===== config.mk =====
export PLATFORM = sky130hd
export DESIGN_NAME = ehsvc_regs
export DESIGN_NICKNAME = d
export VERILOG_FILES = /design/src/verilog/ehsvc_pkg.sv /design/src/verilog/ehsvc_regs.sv
export SDC_FILE = /design/constraint.sdc
export NUM_CORES = 1
export LEC_CHECK = 0
export BUFFER_PORTS_ARGS = -buffer_cell sky130_fd_sc_hd__buf_2
export CORE_MARGIN = 5
export CORE_UTILIZATION = 58
export CTS_CLUSTER_DIAMETER = 120
export DETAILED_ROUTE_END_ITERATION = 6
export GPL_TIMING_DRIVEN = 0
export HOLD_SLACK_MARGIN = 0.12
export PLACE_DENSITY_LB_ADDON = 0.12
export SYNTH_ARGS = -nofsm -noshare
export SYNTH_HDL_FRONTEND = slang
export SYNTH_SLANG_ARGS = --single-unit

===== constraint.sdc =====
create_clock -name pclk -period 3.65 [get_ports pclk]
set_input_delay 0.1825 -clock pclk [delete_from_list [all_inputs] [get_ports pclk]]
set_output_delay 0.1825 -clock pclk [all_outputs]
set_load 0.02 [all_outputs]

===== src/verilog/ehsvc_pkg.sv =====
// package: offsets, field layout, reset values for the error header and id register bank
package ehsvc_pkg;
  // register byte offsets on the apb bus
  localparam logic [11:0] OFF_LOG_WORD0 = 12'h11c;
  localparam logic [11:0] OFF_LOG_WORD1 = 12'h120;
  localparam logic [11:0] OFF_LOG_WORD2 = 12'h124;
  localparam logic [11:0] OFF_LOG_WORD3 = 12'h128;
  localparam logic [11:0] OFF_SERIAL_CAP_HEADER = 12'h180;
  localparam logic [11:0] OFF_UNIQUE_ID_LOW = 12'h184;
  localparam logic [11:0] OFF_UNIQUE_ID_HIGH = 12'h188;
  localparam logic [11:0] OFF_VCHAN_CAP_HEADER = 12'h200;
  localparam logic [11:0] OFF_WRITE_LOCK = 12'h300;
  localparam logic [11:0] OFF_ERROR_POINTER = 12'h304;

  // capability header fields
  localparam int unsigned TYPE_CODE_LSB = 0;
  localparam int unsigned TYPE_CODE_W = 16;
  localparam int unsigned VERSION_LSB = 16;
  localparam int unsigned VERSION_W = 4;
  localparam int unsigned NEXT_OFFSET_LSB = 20;
  localparam int unsigned NEXT_OFFSET_W = 12;
  localparam logic [15:0] SERIAL_TYPE_CODE = 16'h0003;
  localparam logic [15:0] VCHAN_TYPE_CODE = 16'h0002;
  localparam logic [3:0] STRUCTURE_VERSION = 4'h1;
  localparam logic [11:0] NEXT_OFFSET_END = 12'h000;

  // reset values
  localparam logic [31:0] LOG_WORD_RESET = 32'h0000_0000;
  localparam logic [31:0] UNIQUE_ID_RESET = 32'h0000_0000;
  localparam logic [11:0] SERIAL_NEXT_RESET = 12'h200;
  localparam logic [11:0] VCHAN_NEXT_RESET = 12'h000;
  localparam logic WRITE_LOCK_RESET = 1'b0;
  localparam logic [4:0] POINTER_RESET = 5'h00;

  // fields of the pointer status and write lock registers
  localparam int unsigned POINTER_LSB = 0;
  localparam int unsigned POINTER_W = 5;
  localparam int unsigned POINTER_VALID_BIT = 8;
  localparam int unsigned WRITE_LOCK_BIT = 0;

  // header log geometry
  localparam int unsigned LOG_WORDS = 4;
  localparam int unsigned WORD_W = 32;
endpackage


===== src/verilog/ehsvc_regs.sv =====
// apb register bank: first-error header log, serial id structure, vc structure header
`timescale 1ns/1ps
`default_nettype none
// How it works
// [RULE_01] word at 0x11c shows header doubleword one of first uncorrectable error
// [RULE_02] word at 0x120 shows header doubleword two of that packet
// [RULE_03] word at 0x124 shows header doubleword three of that packet
// [RULE_04] word at 0x128 shows header doubleword four of that packet
// [RULE_05] all four log words load together, only on a first error, never while pointed bit set; unlocked apb writes also load single words
// [RULE_06] five-bit pointer names the status bit that caused the logged error
// [RULE_07] serial header bits 15:0 read constant 0x3
// [RULE_08] both structure headers read version 0x1 in bits 19:16
// [RULE_09] header bits 31:20 hold next structure offset, zero ends the chain
// [RULE_10] word at 0x184 holds low half of the unique id, resets zero, lockable
// [RULE_11] word at 0x188 holds high half of the unique id, resets zero, lockable
// [RULE_12] vc header bits 15:0 read constant 0x2
module ehsvc_regs (
  input wire logic pclk, // bus clock, 50 mhz
  input wire logic presetn, // power-on reset, clears sticky state too
  input wire logic psel, // apb select
  input wire logic penable, // apb access phase
  input wire logic pwrite, // apb direction
  input wire logic [11:0] paddr, // apb byte address
  input wire logic [31:0] pwdata, // apb write data
  input wire logic [3:0] pstrb, // apb write byte strobes
  output logic [31:0] prdata, // apb read data
  output logic pready, // apb ready
  output logic pslverr, // apb error on unmapped address
  input wire logic soft_reset, // port reset, keeps sticky log words
  input wire logic capture_valid, // one-cycle uncorrectable error report
  input wire logic [4:0] capture_bit, // status bit of the reported error
  input wire logic [127:0] capture_header, // packet header, word0 in low bits
  input wire logic [31:0] error_status, // uncorrectable error status bits
  output logic [4:0] first_error_pointer, // pointer to logged status bit
  output logic [63:0] unique_id // current 64-bit unique id
);
  localparam int unsigned W = ehsvc_pkg::WORD_W;

  // byte-strobe merge for writable words
  function automatic logic [31:0] merge_bytes(input logic [31:0] old_v,
                                              input logic [31:0] new_v,
                                              input logic [3:0] strb);
    logic [31:0] r;
    r = old_v;
    for (int b = 0; b < 4; b++) begin
      if (strb[b]) begin
        r[8*b +: 8] = new_v[8*b +: 8];
      end
    end
    return r;
  endfunction

  logic [31:0] log_reg [ehsvc_pkg::LOG_WORDS];
  logic [31:0] log_next [ehsvc_pkg::LOG_WORDS];
  logic [31:0] uid_low_reg, uid_low_next, uid_high_reg, uid_high_next;
  logic [11:0] serial_next_reg, serial_next_next, vchan_next_reg, vchan_next_next;
  logic lock_reg, lock_next;
  logic [4:0] ptr_reg, ptr_next;
  logic [31:0] prdata_reg, prdata_next;
  logic pready_reg, pready_next, pslverr_reg, pslverr_next;

  // address decode
  wire hit_log0 = (paddr == ehsvc_pkg::OFF_LOG_WORD0);
  wire hit_log1 = (paddr == ehsvc_pkg::OFF_LOG_WORD1);
  wire hit_log2 = (paddr == ehsvc_pkg::OFF_LOG_WORD2);
  wire hit_log3 = (paddr == ehsvc_pkg::OFF_LOG_WORD3);
  wire hit_scap = (paddr == ehsvc_pkg::OFF_SERIAL_CAP_HEADER);
  wire hit_uidl = (paddr == ehsvc_pkg::OFF_UNIQUE_ID_LOW);
  wire hit_uidh = (paddr == ehsvc_pkg::OFF_UNIQUE_ID_HIGH);
  wire hit_vcap = (paddr == ehsvc_pkg::OFF_VCHAN_CAP_HEADER);
  wire hit_lock = (paddr == ehsvc_pkg::OFF_WRITE_LOCK);
  wire hit_ptr = (paddr == ehsvc_pkg::OFF_ERROR_POINTER);
  wire [3:0] hit_log = {hit_log3, hit_log2, hit_log1, hit_log0};
  wire hit_any = (|hit_log) | hit_scap | hit_uidl | hit_uidh | hit_vcap | hit_lock | hit_ptr;

  // bus phases; no wait state, read data and ready come from flops loaded in setup
  wire setup_phase = psel & ~penable;
  wire wr_fire = psel & penable & pready_reg & pwrite & hit_any;
  wire wr_open = wr_fire & ~lock_reg; // locked words ignore writes

  // first-error capture: pointer valid while its status bit stays set
  wire ptr_valid = error_status[ptr_reg]; // RULE_06
  wire cap_take = capture_valid & ~ptr_valid; // RULE_05

  // header log words: capture beats a software write in the same cycle
  genvar g;
  generate
    for (g = 0; g < ehsvc_pkg::LOG_WORDS; g++) begin : g_log
      assign log_next[g] = cap_take ? capture_header[W*g +: W] : // RULE_05
                           (wr_open & hit_log[g]) ? merge_bytes(log_reg[g], pwdata, pstrb) :
                           log_reg[g];
      // sticky: only the power-on reset clears it, soft_reset does not
      always_ff @(posedge pclk or negedge presetn) begin
        if (!presetn) begin
          log_reg[g] <= ehsvc_pkg::LOG_WORD_RESET;
        end else begin
          log_reg[g] <= log_next[g]; // RULE_01 RULE_02 RULE_03 RULE_04
        end
      end
    end
  endgenerate

  // pointer is sticky with the log, loaded in the same cycle
  assign ptr_next = cap_take ? capture_bit : ptr_reg; // RULE_06

  // non-sticky lockable words
  assign uid_low_next = soft_reset ? ehsvc_pkg::UNIQUE_ID_RESET :
                        (wr_open & hit_uidl) ? merge_bytes(uid_low_reg, pwdata, pstrb) :
                        uid_low_reg; // RULE_10
  assign uid_high_next = soft_reset ? ehsvc_pkg::UNIQUE_ID_RESET :
                         (wr_open & hit_uidh) ? merge_bytes(uid_high_reg, pwdata, pstrb) :
                         uid_high_reg; // RULE_11
  assign serial_next_next = soft_reset ? ehsvc_pkg::SERIAL_NEXT_RESET :
                            (wr_open & hit_scap & pstrb[3] & pstrb[2]) ?
                            pwdata[ehsvc_pkg::NEXT_OFFSET_LSB +: ehsvc_pkg::NEXT_OFFSET_W] :
                            serial_next_reg; // RULE_09
  assign vchan_next_next = soft_reset ? ehsvc_pkg::VCHAN_NEXT_RESET :
                           (wr_open & hit_vcap & pstrb[3] & pstrb[2]) ?
                           pwdata[ehsvc_pkg::NEXT_OFFSET_LSB +: ehsvc_pkg::NEXT_OFFSET_W] :
                           vchan_next_reg; // RULE_09
  // the lock itself is never locked, else software could not reopen it
  assign lock_next = soft_reset ? ehsvc_pkg::WRITE_LOCK_RESET :
                     (wr_fire & hit_lock & pstrb[0]) ? pwdata[ehsvc_pkg::WRITE_LOCK_BIT] :
                     lock_reg;

  // read data assembly
  wire [31:0] rd_scap = {serial_next_reg, ehsvc_pkg::STRUCTURE_VERSION,
                         ehsvc_pkg::SERIAL_TYPE_CODE}; // RULE_07 RULE_08 RULE_09
  wire [31:0] rd_vcap = {vchan_next_reg, ehsvc_pkg::STRUCTURE_VERSION,
                         ehsvc_pkg::VCHAN_TYPE_CODE}; // RULE_12 RULE_08 RULE_09
  wire [31:0] rd_ptr = {23'h000000, ptr_valid, 3'h0, ptr_reg};
  wire [31:0] rd_lock = {31'h00000000, lock_reg};
  wire [31:0] rd_mux = ({32{hit_log0}} & log_reg[0]) | ({32{hit_log1}} & log_reg[1]) |
                       ({32{hit_log2}} & log_reg[2]) | ({32{hit_log3}} & log_reg[3]) |
                       ({32{hit_scap}} & rd_scap) | ({32{hit_vcap}} & rd_vcap) |
                       ({32{hit_uidl}} & uid_low_reg) | ({32{hit_uidh}} & uid_high_reg) |
                       ({32{hit_ptr}} & rd_ptr) | ({32{hit_lock}} & rd_lock);

  // response: sampled in setup, shown through the access phase
  assign pready_next = setup_phase;
  assign pslverr_next = setup_phase & ~hit_any;
  assign prdata_next = (setup_phase & ~pwrite) ? rd_mux : 32'h0000_0000;

  // bus response flops
  always_ff @(posedge pclk or negedge presetn) begin
    if (!presetn) begin
      pready_reg <= 1'b0;
      pslverr_reg <= 1'b0;
      prdata_reg <= 32'h0000_0000;
    end else begin
      pready_reg <= pready_next;
      pslverr_reg <= pslverr_next;
      prdata_reg <= prdata_next;
    end
  end

  // control and id flops
  always_ff @(posedge pclk or negedge presetn) begin
    if (!presetn) begin
      uid_low_reg <= ehsvc_pkg::UNIQUE_ID_RESET;
      uid_high_reg <= ehsvc_pkg::UNIQUE_ID_RESET;
      serial_next_reg <= ehsvc_pkg::SERIAL_NEXT_RESET;
      vchan_next_reg <= ehsvc_pkg::VCHAN_NEXT_RESET;
      lock_reg <= ehsvc_pkg::WRITE_LOCK_RESET;
      ptr_reg <= ehsvc_pkg::POINTER_RESET;
    end else begin
      uid_low_reg <= uid_low_next;
      uid_high_reg <= uid_high_next;
      serial_next_reg <= serial_next_next;
      vchan_next_reg <= vchan_next_next;
      lock_reg <= lock_next;
      ptr_reg <= ptr_next;
    end
  end

  assign prdata = prdata_reg;
  assign pready = pready_reg;
  assign pslverr = pslverr_reg;
  assign first_error_pointer = ptr_reg;
  assign unique_id = {uid_high_reg, uid_low_reg};

  wire rd_access = psel & penable & pready_reg & ~pwrite;
endmodule // ehsvc_regs
`default_nettype wire


# After elaboration in Yosys (flattened, before gate mapping)
# Cells that the tools add are included.
[classes] magnitude_cmp=1 n_eq_ne=10 muxes=25 n_bitwise=53 reduce_logical=42
[op_table] cell="two-way mux 32 bit" count=13
[op_table] cell="bitwise OR 32 bit" count=9
[op_table] cell="bitwise AND 32 bit" count=8
[op_table] cell="equality test 12 x 9 -> 1 bit, second input constant" count=7
[op_table] cell="two-way mux 12 bit" count=4
[op_table] cell="AND reduction 2 bit" count=24
[op_table] cell="equality test 12 x 10 -> 1 bit, second input constant" count=3
[op_table] cell="nonzero test 2 bit" count=17
[op_table] cell="bitwise AND 32 x 1 -> 32 bit" count=1
[op_table] cell="bitwise AND 32 x 9 -> 32 bit" count=1
[op_table] cell="two-way mux 8 bit" count=4
[op_table] cell="bitwise AND 1 bit" count=23
[op_table] cell="< comparator 5 x 6 -> 1 bit, second input constant" count=1
[op_table] cell="bitwise OR 1 bit" count=6
[op_table] cell="binary-select mux 1 bit (select 5 bit)" count=1
[op_table] cell="NOT 1 bit" count=5
[op_table] cell="OR reduction 4 bit" count=1
[op_table] cell="two-way mux 1 bit" count=3
[totals] ff_bits=256 word_cells=162

# Depth between registers and ports, before layout
[logic_depth] ltp_word=15 ltp_mapped=11

# Least setup slack after synthesis
# OpenSTA, ideal clock, no wires.
[synth_path] kind="reg2reg" start="reg ptr_reg[0], in the netlist first_error_pointer[0]" end="reg log_reg[80] (netlist bit)" setup_ns=0.125 arrival_time_ns=2.376 slack_ns=1.149 stages_incl_launch_ff=11 path_buffers=4 synth_period_minus_slack_ns=2.501 path_cell_list="dfrtp_1 > buf_6 > mux4_2 > nor2_1 > or4b_1 > nand4_1 > or2_1 > buf_4 > buf_8 > buf_6 > mux2_2"
[synth_between] elab_chain_cells=6
[synth_lines] element="start, declared" line="ehsvc_regs.sv:58" rtl="logic [4:0] ptr_reg, ptr_next;"
[synth_lines] element="start signal, assigned" line="ehsvc_regs.sv:165" rtl="ptr_reg <= ehsvc_pkg::POINTER_RESET;"
[synth_lines] element="start signal, assigned" line="ehsvc_regs.sv:172" rtl="ptr_reg <= ptr_next;"
[synth_lines] element="binary-select mux 1 bit (select 5 bit) (*)" line="ehsvc_regs.sv:82" rtl="wire ptr_valid = error_status[ptr_reg];"
[synth_lines] element="two-way mux 1 bit (implied by the code) (*)" line="ehsvc_regs.sv:82"
[synth_lines] element="NOT 1 bit (*)" line="ehsvc_regs.sv:83" rtl="wire cap_take = capture_valid & ~ptr_valid;"
[synth_lines] element="bitwise AND 1 bit (*)" line="ehsvc_regs.sv:83"
[synth_lines] element="nonzero test 2 bit (no line)"
[synth_lines] element="AND reduction 2 bit (no line)"
[synth_lines] element="end signal, assigned by index" line="ehsvc_regs.sv:95" rtl="log_reg[g] <= ehsvc_pkg::LOG_WORD_RESET;"
[synth_lines] element="end signal, assigned by index" line="ehsvc_regs.sv:97" rtl="log_reg[g] <= log_next[g];"
[synth_lines] element="end, declared" line="ehsvc_regs.sv:53" rtl="logic [31:0] log_reg [ehsvc_pkg::LOG_WORDS];"
# Every way passes the cells marked *; elsewhere a longest branch is shown, timed or not. The select of a mux whose other input is x is not followed.
# A chain may end at the register's enable or synchronous reset.

# Worst setup path after layout
[layout_path] start="in paddr[1]" end="reg log_reg[5] (netlist bit)"
[layout_between] elab_chain_cells=13
[layout_lines] element="start, declared" line="ehsvc_regs.sv:23" rtl="input wire logic [11:0] paddr,"
[layout_lines] element="equality test 12 x 9 -> 1 bit (on tied branches)"
[layout_lines] element="OR reduction 4 bit" line="ehsvc_regs.sv:74" rtl="wire hit_any = (|hit_log) | hit_scap | hit_uidl | hit_uidh | hit_vcap | hit_lock | hit_ptr;"
[layout_lines] element="bitwise OR 1 bit (6 in series)" line="ehsvc_regs.sv:74"
[layout_lines] element="bitwise AND 1 bit" line="ehsvc_regs.sv:78" rtl="wire wr_fire = psel & penable & pready_reg & pwrite & hit_any;"
[layout_lines] element="bitwise AND 1 bit" line="ehsvc_regs.sv:79" rtl="wire wr_open = wr_fire & ~lock_reg;"
[layout_lines] element="bitwise AND 1 bit (*)" line="ehsvc_regs.sv:90" rtl="(wr_open & hit_log[g]) ? merge_bytes(log_reg[g], pwdata, pstrb) :"
[layout_lines] element="nonzero test 2 bit (no line) (*)"
[layout_lines] element="AND reduction 2 bit (no line) (*)"
# Every way passes the cells marked *; elsewhere a longest branch is shown, timed or not.

==> metrics.txt <==
All-Layer GR Usage 43.4%; Max Cap Viol 0; Worst EP arrival between 4 and 5 ns; EDFF count, synth 0; clk root buf clkbuf_16; DR WL/cell ~28 um; final cycle utilization of the critical path approximately 98%; layout cell share with drive strength beyond 1 a little under two fifths; RePlAce Congestion between 0.9 and 1; Inst Count DP roughly 1.8k; Starting Density 59.4%; hold_sp paddr[8]; Synth area leader dfrtp_1; Mapped Avg Cell Area about 11 um2; DRT Wirelength roughly 57000 um; CTS tree built; Chip Height approximately 160 um; core box area ~0.022 mm2; CP Buf/Inv Count 4; vias in the first global route roughly 15k; worst setup path class input port to flop; first-pass GRT wire length between 80000 and 90000 um; via count approximately 14k; outcome finished clean; Startpoint Class input port; Clock Skew between 0.02 and 0.025 ns; Filler Cell Count between 1k and 1.5k; max reg flops ~130; Die ar. 0.0256 mm2; critical path capture point type flop; buffer depth of the longest clock path 3; CP max-delay cell nor4b_2; setup bufs post-CTS 0; Routed Antenna Nets 0; Final #Nets between 1.5k and 2k; Die X between 150 and 200 um; worst min-delay path category input port to flop; FF+latch count, synth about 260; R2R depth 9; CTS HTree Levels 1; # rows 54; post-synthesis cell count 1151; largest net degree at the start of global routing 119; clk_lat worst skew ~0.57 ns; Worst Path Max Fanout 10; hold endpoint prdata[3]; dpl hpwl roughly 34000 um; worst endpoint required time between 4 and 5 ns; Cell Area, Synth 0.0130 mm2; reg2reg end log_reg[112]; TritonCTS Buffers 28; router iterations before antenna repair 7; critical path cell sequence dlygate4sd3_1 -> buf_2 -> nor4b_2 -> nand2_1 -> nor2_1 -> buf_4 -> nand2_2 -> mux2_2 -> mux2_2 -> dlygate4sd3_1; Remaining Overflow, GRT 0; r2r startpoint pready; top cell type's share of synthesized area just under 50%; worst IR drop on VDD roughly 520 uV; Sinks on Clock Net around 260; Synth area leaders dfrtp_1, mux2_2, a21oi_1; Power per Cell Area approximately 650 mW/mm2; most frequent cell after synthesis dfrtp_1; port buffer count between 300 and 400; leak pwr 8.24 nW; routed vias/inst around 6.6; Reg clk slew, reported paths 0.07 ns; Worst Hold Depth 4; worst relative slew slack slightly above 20%; fin. max-slew vios 0; Core Util, Final about 85%; number of library cell types mapped by synthesis between 50 and 60; register area share after synthesis approximately half; antenna violations before repair 3; Most used DFF post-synth dfrtp_1; CP top delay family buffers and inverters; yosys warns 0; RSZ-0062 raised after global routing no; crit-path max cell delay 0.66 ns; Syn-to-layout area delta 43.2%; fmax about 280 MHz; syn_nets approximately 1.4k; final setup violating endpoints 0; Initial DRC Count ~1.7k; IO Pins approximately 320; Fin. Hold Viols 0; flop2flop setup slack roughly 0.17 ns; crit path time final about 3.6 ns; Synth top cells by count dfrtp_1, mux2_2, nand2_1; final non-filler cell total 2064; DR DRC count 0; async set-reset flop share out of synthesis 100%; Worst-Margin Slew between 1 and 1.5 ns
-- cell usage in the layout, fill, tap and decap left out, types with 28 or more instances in the layout --
cell,count
nand3_1,72
buf_2,333
a222oi_1,28
clkbuf_1,48
clkbuf_16,28
a21oi_1,118
dlygate4sd3_1,256
dfrtp_1,255
nand2_1,122
nor2_1,50
a22oi_1,45
mux2_2,238
-- through the flow --
stage	setup TNS, ns	area [um2]	setup WS (ns)	total power [mW]	hold slack (ns)
floorplan	0	13000	1.15	6.60	-0.113
global placement	-585.68	15000	-2.32	7.43	0.398
detailed placement	0	15100	0.348	7.60	0.190
CTS	0	18700	0.204	11.7	0.171
global route	0	18700	0.0223	12.5	0.182
finish	0	18700	0.0708	12.2	0.169
-- logic make-up (layout without fill, tap and decap cells) --
logic type | Yosys count | count (layout) | synth area share (%)
compound gates | 236 | 236 | 11.9
buf+inv | 79 | 710 | 3.07
mux | 288 | 288 | 25.2
simple gates | 292 | 292 | 10.7
flops | 256 | 256 | 49.1
other cells | 0 | 2 | 0
-- metal layers --
layer,track usage (%),share of wire (%),up-vias
met4,27.6,7.8,2
met1,50.6,33,6511
met3,13.6,13,372
met5,0,0.019,-
li1,-,-,5493
met2,69.7,46,1283
-- layout make-up --
type	count	area, um2	share of cell area (%)
Antenna cell	2	5.00	0.0268
Multi-Input combinational cell	816	6240	33.4
Clock inverter	18	265	1.42
Tap cell	280	350	1.88
Sequential cell	256	6410	34.3
Inverter	4	15.0	0.0804
Timing Repair Buffer	579	4240	22.7
Buffer	75	387	2.07
Clock buffer	34	763	4.09
-- power by group --
group	total (mW)	switching (mW)	internal, mW	leakage [nW]
registers	4.13	0.497	3.63	3.28
logic	4.84	1.92	2.92	4.47
clock network	3.20	1.28	1.92	0.502
-- worst min-delay path, cell delays in order --
cell	delay, ns
buf_2	0.16
inv_1	0.08
or4_1	0.16
a31oi_1	0.10
-- what timing repair did --
item	CTS	global route
hold buffers	256	0
setup endpoints to repair	0	5
gates resized for setup	0	2
endpoints found under the hold margin	366	0
-- how the worst max path moves through the flow --
stage | from | slack, ns | cells past startpoint | to
2_1_floorplan | first_error_pointer[0] | 1.15 | 10 | log_reg[80]
3_3_place_gp | presetn | -2.32 | 1 | log_reg[12]
3_5_place_dp | paddr[9] | 0.35 | 8 | prdata[31]
4_1_cts | pready | 0.20 | 9 | log_reg[106]
5_1_grt | paddr[1] | 0.02 | 9 | vchan_next_reg[11]
6_report | paddr[1] | 0.07 | 10 | log_reg[5]
Power figures use the tool's default switching activity.
